<file path="src/hdl/flash_program_control_defs.svh">
// Purpose: Named constants for the flash programming controller.
// Assumes: Included by every design file that needs an offset, field or code.
// Notes:   Definitions only; no logic lives here.
`ifndef FLASH_PROGRAM_CONTROL_DEFS_SVH
`define FLASH_PROGRAM_CONTROL_DEFS_SVH

// Special-function-register address of flash_control.
`define FLASH_CONTROL_ADDR 8'hD1
// Reset value of flash_control.
`define FLASH_CONTROL_RESET 8'h00
// Field positions inside flash_control.
`define LAUNCH_HI 7
`define LAUNCH_LO 4
`define PAGE_MAP_BIT 3
`define SPACE_HI 2
`define SPACE_LO 1
`define BUSY_BIT 0
// Launch command patterns written to the launch field.
`define LAUNCH_ARM 4'h5
`define LAUNCH_GO 4'hA
// Code address landmarks.
`define BOOT_BASE 16'hF800
`define USER_TOP 16'h7FFF
// Page geometry: byte index bits and page bits of a load address.
`define INDEX_HI 6
`define PAGE_HI 14
`define PAGE_LO 7
`define LAST_INDEX 7'h7F
`define FIRST_INDEX 7'h00
// Protection levels.
`define LEVEL_ONE 3'h1
`define LEVEL_TWO 3'h2
`define LEVEL_THREE 3'h3
`define LEVEL_FOUR 3'h4

`endif

</file>
<file path="src/hdl/flash_program_control_pkg.sv">
// Purpose: Types shared by the flash programming controller and its helpers.
// Assumes: Constants come from flash_program_control_defs.svh.
// Notes:   Enums and packed structs only.
package flash_program_control_pkg;

  // Space-select field encoding.
  typedef enum logic [1:0] {
    SPACE_USER     = 2'h0,
    SPACE_EXTRA    = 2'h1,
    SPACE_SECURITY = 2'h2,
    SPACE_RESERVED = 2'h3
  } space_e;

  // Where the CPU is executing from when it makes an access.
  typedef enum logic [1:0] {
    EXEC_USER     = 2'h0,
    EXEC_BOOT     = 2'h1,
    EXEC_EXTERNAL = 2'h2,
    EXEC_SPARE    = 2'h3
  } exec_region_e;

  // Target of a code read after mapping and protection.
  typedef enum logic [2:0] {
    TGT_USER     = 3'h0,
    TGT_BOOT     = 3'h1,
    TGT_EXTRA    = 3'h2,
    TGT_SECURITY = 3'h3,
    TGT_EXTERNAL = 3'h4,
    TGT_NONE     = 3'h5
  } target_e;

  // Programming sequencer states.
  typedef enum logic [2:0] {
    SEQ_IDLE  = 3'b001,
    SEQ_ERASE = 3'b010,
    SEQ_PROG  = 3'b100
  } seq_state_e;

  // Launch detector states.
  typedef enum logic [2:0] {
    ARM_IDLE = 3'b001,
    ARM_SAME = 3'b010,
    ARM_NEXT = 3'b100
  } arm_state_e;

  // One operation on the flash array.
  typedef struct packed {
    logic        erase;
    space_e      space;
    logic [14:0] addr;
    logic [7:0]  data;
  } nvm_cmd_s;

  // Result of mapping one code read.
  typedef struct packed {
    target_e     tgt;
    logic [15:0] addr;
  } code_map_s;

endpackage

</file>
<file path="src/hdl/page_buffer.sv">
// Purpose: Column-latch page buffer of 128 bytes with a loaded mask.
// Assumes: Loads come from the controller already qualified.
// Notes:   Storage is flip-flops; the read index muxes them directly.
`timescale 1ns/1ps
`include "flash_program_control_defs.svh"
module page_buffer
  import flash_program_control_pkg::*;
(
  input  wire logic         sys_clk_in,      // System clock.
  input  wire logic         rst_b_in,        // Asynchronous reset, active low.
  input  wire logic         load_in,         // Store one byte this cycle.
  input  wire logic [14:0]  load_addr_in,    // Page and byte index of the load.
  input  wire logic [7:0]   load_data_in,    // Byte to store.
  input  wire logic         clear_in,        // Forget every loaded byte.
  input  wire logic [6:0]   rd_index_in,     // Byte index to read back.
  output logic      [7:0]   rd_data_out,     // Stored byte at rd_index_in.
  output logic      [127:0] loaded_out,      // One bit per loaded byte.
  output logic      [7:0]   page_out         // Page of the latest load.
);

  logic [7:0] byte_ff [128];                 // Latched data bytes.
  logic [127:0] loaded_ff;                   // Which bytes were loaded.
  logic [7:0] page_ff;                       // Page of the latest load.

  // One latch per byte; only the addressed one updates on a load.
  for (genvar i = 0; i < 128; i++) begin : g_byte
    always_ff @(posedge sys_clk_in or negedge rst_b_in) begin
      if (!rst_b_in) begin
        byte_ff[i]   <= 8'h00;
        loaded_ff[i] <= 1'b0;
      end else if (load_in && (load_addr_in[`INDEX_HI:0] == 7'(i))) begin
        byte_ff[i]   <= load_data_in;
        loaded_ff[i] <= 1'b1;
      end else if (clear_in) begin
        loaded_ff[i] <= 1'b0;
      end
    end
  end

  // The latest load names the page; earlier loads of other pages lose.
  always_ff @(posedge sys_clk_in or negedge rst_b_in) begin
    if (!rst_b_in) begin
      page_ff <= 8'h00;
    end else if (load_in) begin
      page_ff <= load_addr_in[`PAGE_HI:`PAGE_LO];
    end
  end

  assign rd_data_out = byte_ff[rd_index_in];
  assign loaded_out  = loaded_ff;
  assign page_out    = page_ff;

endmodule // page_buffer

</file>
<file path="src/hdl/launch_detector.sv">
// Purpose: Recognises the two-write launch pattern on the launch field.
// Assumes: instr_end_in pulses once at the end of every CPU instruction.
// Notes:   The arming write's own instruction end is allowed to pass.
`timescale 1ns/1ps
`include "flash_program_control_defs.svh"
module launch_detector
  import flash_program_control_pkg::*;
(
  input  wire logic       sys_clk_in,        // System clock.
  input  wire logic       rst_b_in,          // Asynchronous reset, active low.
  input  wire logic       ctl_wr_in,         // Write to flash_control.
  input  wire logic [3:0] launch_nibble_in,  // Launch field of that write.
  input  wire logic       instr_end_in,      // End of a CPU instruction.
  input  wire logic       from_boot_in,      // Write issued from boot flash.
  input  wire logic       busy_in,           // Programming already running.
  output logic            go_out             // One-cycle launch pulse.
);

  arm_state_e arm_ff;                        // Progress through the pattern.
  arm_state_e nxt_arm;
  logic       is_arm;
  logic       is_go;

  assign is_arm = ctl_wr_in && (launch_nibble_in == `LAUNCH_ARM);
  assign is_go  = ctl_wr_in && (launch_nibble_in == `LAUNCH_GO);

  // Only an armed state turns the A pattern into a launch, and only from
  // boot flash while idle; a lone A pattern does nothing.
  assign go_out = is_go && (arm_ff != ARM_IDLE) && from_boot_in && !busy_in;

  // Any write other than the 5 pattern, the A pattern included, or a second
  // instruction end, drops the arming so an intervening instruction aborts.
  always_comb begin
    nxt_arm = arm_ff;
    case (arm_ff)
      ARM_IDLE: begin
        if (is_arm) begin
          nxt_arm = ARM_SAME;
        end
      end
      ARM_SAME: begin
        if (ctl_wr_in) begin
          nxt_arm = is_arm ? ARM_SAME : ARM_IDLE;
        end else if (instr_end_in) begin
          nxt_arm = ARM_NEXT;
        end
      end
      ARM_NEXT: begin
        if (ctl_wr_in) begin
          nxt_arm = is_arm ? ARM_SAME : ARM_IDLE;
        end else if (instr_end_in) begin
          nxt_arm = ARM_IDLE;
        end
      end
      default: begin
        nxt_arm = ARM_IDLE;
      end
    endcase
  end

  // Arming register.
  always_ff @(posedge sys_clk_in or negedge rst_b_in) begin
    if (!rst_b_in) begin
      arm_ff <= ARM_IDLE;
    end else begin
      arm_ff <= nxt_arm;
    end
  end

endmodule // launch_detector

</file>
<file path="src/hdl/flash_program_control.sv">
// Purpose: Flash programming controller: control register, page buffer,
//          protected launch, busy flag, code read mapping and protection.
// Assumes: CPU core, flash array and lock bits all run on sys_clk_in.
// Notes:   The external-access pin is the only asynchronous input besides rst_b_in.
`timescale 1ns/1ps
`include "flash_program_control_defs.svh"
module flash_program_control
  import flash_program_control_pkg::*;
(
  input  wire logic          sys_clk_in,          // 10 MHz system clock.
  input  wire logic          rst_b_in,            // Asynchronous reset, active low.
  input  wire logic [7:0]    sfr_addr_in,         // Special-function-register address.
  input  wire logic          sfr_wr_in,           // Register write strobe.
  input  wire logic          sfr_rd_in,           // Register read strobe.
  input  wire logic [7:0]    sfr_wdata_in,        // Register write data.
  output logic      [7:0]    sfr_rdata_out,       // Register read data.
  input  wire logic          instr_end_in,        // End of each instruction.
  input  wire exec_region_e  exec_region_in,      // Where code is executing.
  input  wire logic          boot_flash_map_enable_in, // Boot map bit from the core.
  input  wire logic          xdata_wr_in,         // External-data write strobe.
  input  wire logic [15:0]   xdata_addr_in,       // Data pointer of the write.
  input  wire logic [7:0]    xdata_wdata_in,      // Accumulator byte written.
  output logic               xdata_to_latch_out,  // Write went to the page buffer.
  input  wire logic          code_rd_in,          // Code read request.
  input  wire logic          code_fetch_in,       // Request is an instruction fetch.
  input  wire logic [15:0]   code_addr_in,        // Code address.
  output code_map_s          code_map_out,        // Mapped target of the read.
  output logic               rollover_block_out,  // Fetch refused past user top.
  output logic               nvm_req_out,         // Array operation requested.
  output nvm_cmd_s           nvm_cmd_out,         // Array operation details.
  input  wire logic          nvm_ack_in,          // Array finished the operation.
  input  wire logic          lock_bit_a_in,       // Programmed when high.
  input  wire logic          lock_bit_b_in,       // Programmed when high.
  input  wire logic          lock_bit_c_in,       // Programmed when high.
  input  wire logic          external_access_select_in, // Pin, asynchronous.
  output logic               external_access_select_out, // Access select in force.
  output logic               parallel_prog_block_out,   // Parallel writes barred.
  output logic               parallel_verify_block_out, // Parallel verify barred.
  output logic [2:0]         protection_level_out        // Level 1 to 4.
);

  logic [7:1]  ctl_ff;            // Stored launch, page-map and space fields.
  seq_state_e  state_ff;          // Programming sequencer state.
  seq_state_e  nxt_state;
  space_e      op_space_ff;       // Space chosen by the launching write.
  logic [6:0]  idx_ff;            // Byte index being worked on.
  logic        req_ff;            // Array request outstanding.
  nvm_cmd_s    cmd_ff;            // Command held for the array.
  logic [2:0]  level_ff;          // Protection level in force.
  logic        captured_ff;       // Straps taken after reset release.
  logic        acs_meta_ff;       // Pin synchroniser, first stage.
  logic        acs_sync_ff;       // Pin synchroniser, second stage.
  logic        acs_latch_ff;      // Access select frozen at reset.
  logic [7:0]  rdata_ff;          // Read data register.
  code_map_s   map_ff;            // Registered code mapping.
  logic        roll_ff;           // Registered rollover refusal.
  logic        ctl_wr;
  logic        busy;
  logic        go;
  logic        load;
  logic        clear;
  logic        use_byte;
  logic        last;
  logic [127:0] loaded;
  logic [7:0]  page;
  logic [7:0]  buf_data;
  code_map_s   map_now;

  assign ctl_wr = sfr_wr_in && (sfr_addr_in == `FLASH_CONTROL_ADDR);
  assign busy   = (state_ff != SEQ_IDLE);

  // Data writes go to the buffer while bit 3 is set, except from external
  // code, and never while a page is being written back.
  assign load = xdata_wr_in && ctl_ff[`PAGE_MAP_BIT] && !busy
             && (exec_region_in != EXEC_EXTERNAL);
  assign xdata_to_latch_out = load;

  page_buffer i_page_buffer (
    .sys_clk_in   (sys_clk_in),
    .rst_b_in     (rst_b_in),
    .load_in      (load),
    .load_addr_in (xdata_addr_in[`PAGE_HI:0]),
    .load_data_in (xdata_wdata_in),
    .clear_in     (clear),
    .rd_index_in  (idx_ff),
    .rd_data_out  (buf_data),
    .loaded_out   (loaded),
    .page_out     (page)
  );

  launch_detector i_launch_detector (
    .sys_clk_in       (sys_clk_in),
    .rst_b_in         (rst_b_in),
    .ctl_wr_in        (ctl_wr),
    .launch_nibble_in (sfr_wdata_in[`LAUNCH_HI:`LAUNCH_LO]),
    .instr_end_in     (instr_end_in),
    .from_boot_in     (exec_region_in == EXEC_BOOT),
    .busy_in          (busy),
    .go_out           (go)
  );

  // Control register; bit 0 is never stored from software.
  // Writes are refused while busy so the running space cannot change.
  always_ff @(posedge sys_clk_in or negedge rst_b_in) begin
    if (!rst_b_in) begin
      ctl_ff <= 7'(`FLASH_CONTROL_RESET >> 1);
    end else if (ctl_wr && !busy) begin
      ctl_ff <= sfr_wdata_in[7:1];
    end
  end

  // Registered read port; only flash_control answers, others read zero.
  always_ff @(posedge sys_clk_in or negedge rst_b_in) begin
    if (!rst_b_in) begin
      rdata_ff <= 8'h00;
    end else if (sfr_rd_in) begin
      rdata_ff <= (sfr_addr_in == `FLASH_CONTROL_ADDR) ? {ctl_ff, busy} : 8'h00;
    end
  end
  assign sfr_rdata_out = rdata_ff;

  // The security byte is a single location, so only byte 0 is used.
  // A reserved space uses no byte at all, though the walk still runs.
  assign use_byte = loaded[idx_ff] && (op_space_ff != SPACE_RESERVED)
                 && ((op_space_ff != SPACE_SECURITY) || (idx_ff == `FIRST_INDEX));
  assign last  = (idx_ff == `LAST_INDEX) && (!use_byte || (req_ff && nvm_ack_in));
  assign clear = (state_ff == SEQ_PROG) && last;

  // Sequencer: erase every byte that use_byte selects, then program the same bytes.
  always_comb begin
    nxt_state = state_ff;
    case (state_ff)
      SEQ_IDLE: begin
        if (go) begin
          nxt_state = SEQ_ERASE;
        end
      end
      SEQ_ERASE: begin
        if (last) begin
          nxt_state = SEQ_PROG;
        end
      end
      SEQ_PROG: begin
        if (last) begin
          nxt_state = SEQ_IDLE;
        end
      end
      default: begin
        nxt_state = SEQ_IDLE;
      end
    endcase
  end

  // State register.
  always_ff @(posedge sys_clk_in or negedge rst_b_in) begin
    if (!rst_b_in) begin
      state_ff <= SEQ_IDLE;
    end else begin
      state_ff <= nxt_state;
    end
  end

  // The launching write's own space field picks the target space.
  always_ff @(posedge sys_clk_in or negedge rst_b_in) begin
    if (!rst_b_in) begin
      op_space_ff <= SPACE_USER;
    end else if (go) begin
      op_space_ff <= space_e'(sfr_wdata_in[`SPACE_HI:`SPACE_LO]);
    end
  end

  // Byte walker: skips bytes that use_byte leaves out in one cycle, waits for
  // the array on used ones; wraps to zero between the two phases.
  always_ff @(posedge sys_clk_in or negedge rst_b_in) begin
    if (!rst_b_in) begin
      idx_ff <= `FIRST_INDEX;
    end else if (state_ff == SEQ_IDLE) begin
      idx_ff <= `FIRST_INDEX;
    end else if (!use_byte || (req_ff && nvm_ack_in)) begin
      idx_ff <= idx_ff + 7'h01;
    end
  end

  // Array request and command; in user space the page comes from the latest load, otherwise it is zero.
  always_ff @(posedge sys_clk_in or negedge rst_b_in) begin
    if (!rst_b_in) begin
      req_ff <= 1'b0;
      cmd_ff <= '0;
    end else if (req_ff) begin
      req_ff <= !nvm_ack_in;
    end else if (busy && use_byte) begin
      req_ff         <= 1'b1;
      cmd_ff.erase   <= (state_ff == SEQ_ERASE);
      cmd_ff.space   <= op_space_ff;
      cmd_ff.addr    <= (op_space_ff == SPACE_USER) ? {page, idx_ff}
                                                    : {8'h00, idx_ff};
      cmd_ff.data    <= buf_data;
    end
  end
  assign nvm_req_out = req_ff;
  assign nvm_cmd_out = cmd_ff;

  // Access-select pin synchroniser.
  always_ff @(posedge sys_clk_in or negedge rst_b_in) begin
    if (!rst_b_in) begin
      acs_meta_ff <= 1'b0;
      acs_sync_ff <= 1'b0;
    end else begin
      acs_meta_ff <= external_access_select_in;
      acs_sync_ff <= acs_meta_ff;
    end
  end

  // Lock level and access select are taken once after reset release; the
  // level stays at 4 until then, and software has no path to it.
  always_ff @(posedge sys_clk_in or negedge rst_b_in) begin
    if (!rst_b_in) begin
      level_ff    <= `LEVEL_FOUR;
      captured_ff <= 1'b0;
      acs_latch_ff <= 1'b0;
    end else if (!captured_ff) begin
      captured_ff <= 1'b1;
      acs_latch_ff <= acs_sync_ff;
      if (lock_bit_c_in) begin
        level_ff <= `LEVEL_FOUR;
      end else if (lock_bit_b_in) begin
        level_ff <= `LEVEL_THREE;
      end else if (lock_bit_a_in) begin
        level_ff <= `LEVEL_TWO;
      end else begin
        level_ff <= `LEVEL_ONE;
      end
    end
  end

  // Level 1 follows the live pin; from level 2 the reset value is kept.
  assign external_access_select_out = (level_ff == `LEVEL_ONE) ? acs_sync_ff
                                                               : acs_latch_ff;
  assign parallel_prog_block_out   = (level_ff >= `LEVEL_TWO);
  assign parallel_verify_block_out = (level_ff >= `LEVEL_THREE);
  assign protection_level_out      = level_ff;

  // Maps one code read to its space. External code never reaches a flash
  // space; it reads only external code whatever the level.
  function automatic code_map_s map_code(input logic [1:0] sel,
                                         input logic boot_en,
                                         input exec_region_e region,
                                         input logic fetch,
                                         input logic [15:0] addr);
    code_map_s   m;
    logic        boot_hit;
    m        = '{tgt: TGT_EXTERNAL, addr: addr};
    boot_hit = boot_en && (addr >= `BOOT_BASE);
    if (region == EXEC_EXTERNAL) begin
      m.tgt = TGT_EXTERNAL;
    end else if (fetch || (sel == 2'h0)) begin
      if (boot_hit) begin
        m.tgt = TGT_BOOT;
      end else if (addr <= `USER_TOP) begin
        m.tgt = TGT_USER;
      end
    end else if (sel == 2'h1) begin
      m.addr = {9'h000, addr[`INDEX_HI:0]};
      m.tgt  = (region == EXEC_BOOT) ? TGT_EXTRA : TGT_NONE;
    end else if (sel == 2'h2) begin
      m.addr = 16'h0000;
      m.tgt  = TGT_SECURITY;
    end else begin
      m.tgt = (addr <= `USER_TOP) ? TGT_USER : TGT_NONE;
    end
    return m;
  endfunction

  assign map_now = map_code(ctl_ff[`SPACE_HI:`SPACE_LO], boot_flash_map_enable_in,
                            exec_region_in, code_fetch_in, code_addr_in);

  // Code read result; at level 4 an internal fetch rolling past the user
  // top into external space is refused instead of executed.
  always_ff @(posedge sys_clk_in or negedge rst_b_in) begin
    if (!rst_b_in) begin
      map_ff  <= '{tgt: TGT_NONE, addr: 16'h0000};
      roll_ff <= 1'b0;
    end else if (code_rd_in) begin
      roll_ff <= 1'b0;
      map_ff  <= map_now;
      if (code_fetch_in && (exec_region_in != EXEC_EXTERNAL)
          && (map_now.tgt == TGT_EXTERNAL) && (level_ff == `LEVEL_FOUR)) begin
        map_ff.tgt <= TGT_NONE;
        roll_ff    <= 1'b1;
      end
    end
  end
  assign code_map_out       = map_ff;
  assign rollover_block_out = roll_ff;

endmodule // flash_program_control

</file>
<file path="config.mk">
export PLATFORM = sky130hd
export DESIGN_NAME = flash_program_control
export DESIGN_NICKNAME = d
export VERILOG_FILES = /design/src/hdl/flash_program_control_pkg.sv /design/src/hdl/page_buffer.sv /design/src/hdl/launch_detector.sv /design/src/hdl/flash_program_control.sv
export VERILOG_INCLUDE_DIRS = /design/src /design/src/hdl
export SDC_FILE = /design/constraint.sdc
export NUM_CORES = 2
export LEC_CHECK = 0
export ABC_AREA = 1
export BUFFER_PORTS_ARGS = -buffer_cell sky130_fd_sc_hd__buf_2
export CAP_MARGIN = 30
export CORE_MARGIN = 2
export CORE_UTILIZATION = 55
export DETAILED_ROUTE_END_ITERATION = 10
export PLACE_DENSITY_LB_ADDON = 0.3
export SETUP_SLACK_MARGIN = 0.02
export SYNTH_ARGS = -nofsm -noshare
export SYNTH_HDL_FRONTEND = slang
export SYNTH_SLANG_ARGS = --single-unit
</file>
<file path="constraint.sdc">
create_clock -name sys_clk_in -period 6.7 [get_ports sys_clk_in]
set_input_delay 0.335 -clock sys_clk_in [delete_from_list [all_inputs] [get_ports sys_clk_in]]
set_output_delay 0.335 -clock sys_clk_in [all_outputs]
set_load 0.02 [all_outputs]
</file>
==> qor.csv <==
metric;value;unit
outcome;complete, no violations;
Post-CTS Resized;0;
Main synth FF type;dfrtp_1;
Residual DRC;0;
Initial Util;55.4;%
CP max stage delay;0.73;ns
mux cell area share after synthesis;0.140;%
CP Cell Sequence;inv_8 -> buf_4 -> o21ai_0 -> nand3_1 -> nand3_1 -> nand2_1 -> nand3_1 -> nand2_1 -> nand2_2 -> nand2_4 -> nand3_4 -> nand2_2 -> inv_2 -> nand2_4 -> buf_12 -> nand2_1 -> nand2_1;
RSZ-0062 raised after global routing;no;
Pwr Density;248;nW/µm²
commonest cells in the netlist;nand2_1, o21ai_0, dfrtp_1;
Worst-path clk slew;0.06;ns
number of global-route vias before repair;46200;
largest net degree at the start of global routing;171;
Num CTS Buffers;132;
Critical Path End Type;flop;
Layout area overhead;10.6;%
Filler cells;8700;
antenna-violating nets left;0;
Setup Viol. Count Final;0;
Syn Nets;6921;
Achievable Freq;215;MHz
share of layout cells above drive strength 1;7.23;%
core area;102000;µm²
Post-Syn Instances;6847;
height of the die;324;µm
MaxCap Viol Count;0;
clock sink total;1244;
post-synth cell types;53;
CTS tree;built;
cell with the most instances after synthesis;nand2_1;
GPL Wtd Cong;0.889;
Ys Warns;0;
# IOs;134;
VDD IR max;0.271;mV
type of origin of the critical path;flop;
drt via density;6.02;
All-Layer GR Usage;32.7;%
Slew @ Worst Pin;1.08;ns
Final Cycle Share;69.4;%
Slew headroom;27.6;%
simple-gate share of the synthesized area;19.1;%
Power, Total;0.0154;W
Final HPWL DP;100000;µm
FFs w/ async S/R, synth;100;%
final-report max-slew violation count;0;
H-tree Lvls;4;
Data required, critical path;7.37;ns
ranking of synthesized cells by area;dfrtp_1, o21ai_0, nand2_1, nor2_1, a21oi_1;
initial antenna violation count;8;
Util after Layout;61.3;%
Final Hold Fails;0;
post-synth top area share;55.1;%
first-pass GRT wire length;267000;µm
Crit-path slowest cell;dfrtp_4;
clock latency on the worst-skew pair;0.76;ns
reg2reg setup slack;2.05;ns
Die X;324;µm
Sum Neg Setup Slack;0;ns
combinational family with the most area after synthesis;compound AO/OA/AOI/OAI gates;
crit path DAT;5.32;ns
#FFs+latches synth;1244;
complex-gate fraction of the synthesized area;19.2;%
Crit Path Category;reg2reg;
Row Count;117;
sequential-to-total area share from yosys stat;55.3;%
clk buf depth;3;
Lkg Pwr;29.2;nW
Syn Std Cell Area;56300;µm²
Root Driver;clkbuf_16;
grt total ovfl;0;
Final #Nets;6804;
fin crit period;4.65;ns
DRT Wirelength;171000;µm
Die ar.;105000;µm²
Tightest Hold Check Type;in2reg;
Synth area leader;dfrtp_1;
1st-iter DRT viols;6370;
adder-cell share of the synthesized area;0.0445;%
wire per inst;20.8;µm
PortBufs;131;
DR vias;49400;
CP most frequent cell;nand2_1;
crit-path max FO;128;
clk_skew;0.0280;ns
number of synthesized flops with an enable pin;0;
mean area per synthesized cell;8.22;µm²
TritonRoute pass-1 iters;6;
Synth Area in XOR/XNOR;0.0156;%
## through the flow
stage               cells  worst slack (ns)  cell area (µm²)  hold WS (ns)
detailed placement   7915              2.24            57300         0.350
floorplan            6847              4.06            56300        0.0394
CTS                  8198              2.22            62200        0.0136
global route         8203              1.86            62200        0.0774
global placement     7913              2.27            57300         0.335
finish               8205              2.05            62200        0.0440
## final cells by class
type | count | area, µm² | share of cell area [%]
Timing Repair Buffer | 270 | 2050 | 3.29
Tap cell | 1368 | 1710 | 2.75
Antenna cell | 3 | 7.51 | 0.0121
Inverter | 316 | 1210 | 1.94
Clock buffer | 199 | 3930 | 6.32
Sequential cell | 1244 | 31100 | 50.0
Multi-Input combinational cell | 4766 | 21700 | 34.9
Clock inverter | 39 | 468 | 0.752
## sequential cells by signal, summed over array words and instances, names as in the netlist, 2 cells and up
name / flops
i_page_buffer.byte_ff: 1024
i_page_buffer.loaded_out: 128
ctl_ff: 7
code_map_out: 19
protection_level_out: 3
sfr_rdata_out: 8
op_space_ff: 2
i_launch_detector.arm_ff: 3
state_ff: 3
i_page_buffer.page_out: 8
nvm_cmd_out: 26
idx_ff: 7
## cell usage in the layout, fill, tap and decap left out, types with 11 or more instances in the layout
master and n:
clkbuf_1 35, buf_12 14, nand4_1 57, o221ai_1 18
inv_1 292, clkbuf_16 137, clkbuf_8 27, dfrtp_1 1236
o21ai_0 1461, a22o_1 11, dlygate4sd3_1 45, a21oi_1 295
o22ai_1 127, o211ai_1 90, nor2_1 693, buf_4 76
clkinv_2 27, o21ai_1 11, nand2_1 1748, nand3_1 159
buf_2 130
## cells by family after synthesis
group,count (synthesis)
other cells,1
simple gates,2710
xor+xnor,1
fa+ha+maj,2
flops,1244
compound gates,2045
buf+inv,837
mux,7
## worst max-delay path: cells and delay by family, from the launching register on
kind / cells / cell delay (ns)
AO/OA/AOI/OAI: 1 / 0.12
buffers and inverters: 4 / 1.53
flip-flops: 1 / 0.73
AND/OR/NAND/NOR: 12 / 2.01
## per-layer routing
metal	part of all wire (%)	vias to the layer above	global-route usage, %
met2	45	2699	50.0
met5	0.047	-	0
met4	4.7	12	15.0
met3	11	521	7.60
met1	40	23800	44.7
li1	-	22400	-
## power by group
part | switching [W] | internal, W | leakage, nW
Clock | 0.00306 | 0.00437 | 2.17
Sequential | 0.00000974 | 0.00753 | 16.3
Combinational | 0.000391 | 0.0000782 | 10.7
## what timing repair did
action / CTS / global route
hold buffers: 45 / 0
buffers inserted: 0 / 0
hold endpoints to repair: 179 / 0
## final timing paths
check,startpoint,endpoint,cells past startpoint
max in group asynchronous,rst_b_in,i_page_buffer.byte_ff[841],3
worst max-delay path,idx_ff[0],i_page_buffer.loaded_out[13],17
worst max register to register,idx_ff[0],i_page_buffer.loaded_out[13],17
min in group asynchronous,rst_b_in,i_page_buffer.byte_ff[178],2
worst min register to register,acs_meta_ff,acs_sync_ff,0
worst min-delay path,sfr_wr_in,i_launch_detector.arm_ff[2],4
Power figures use the tool's default switching activity.
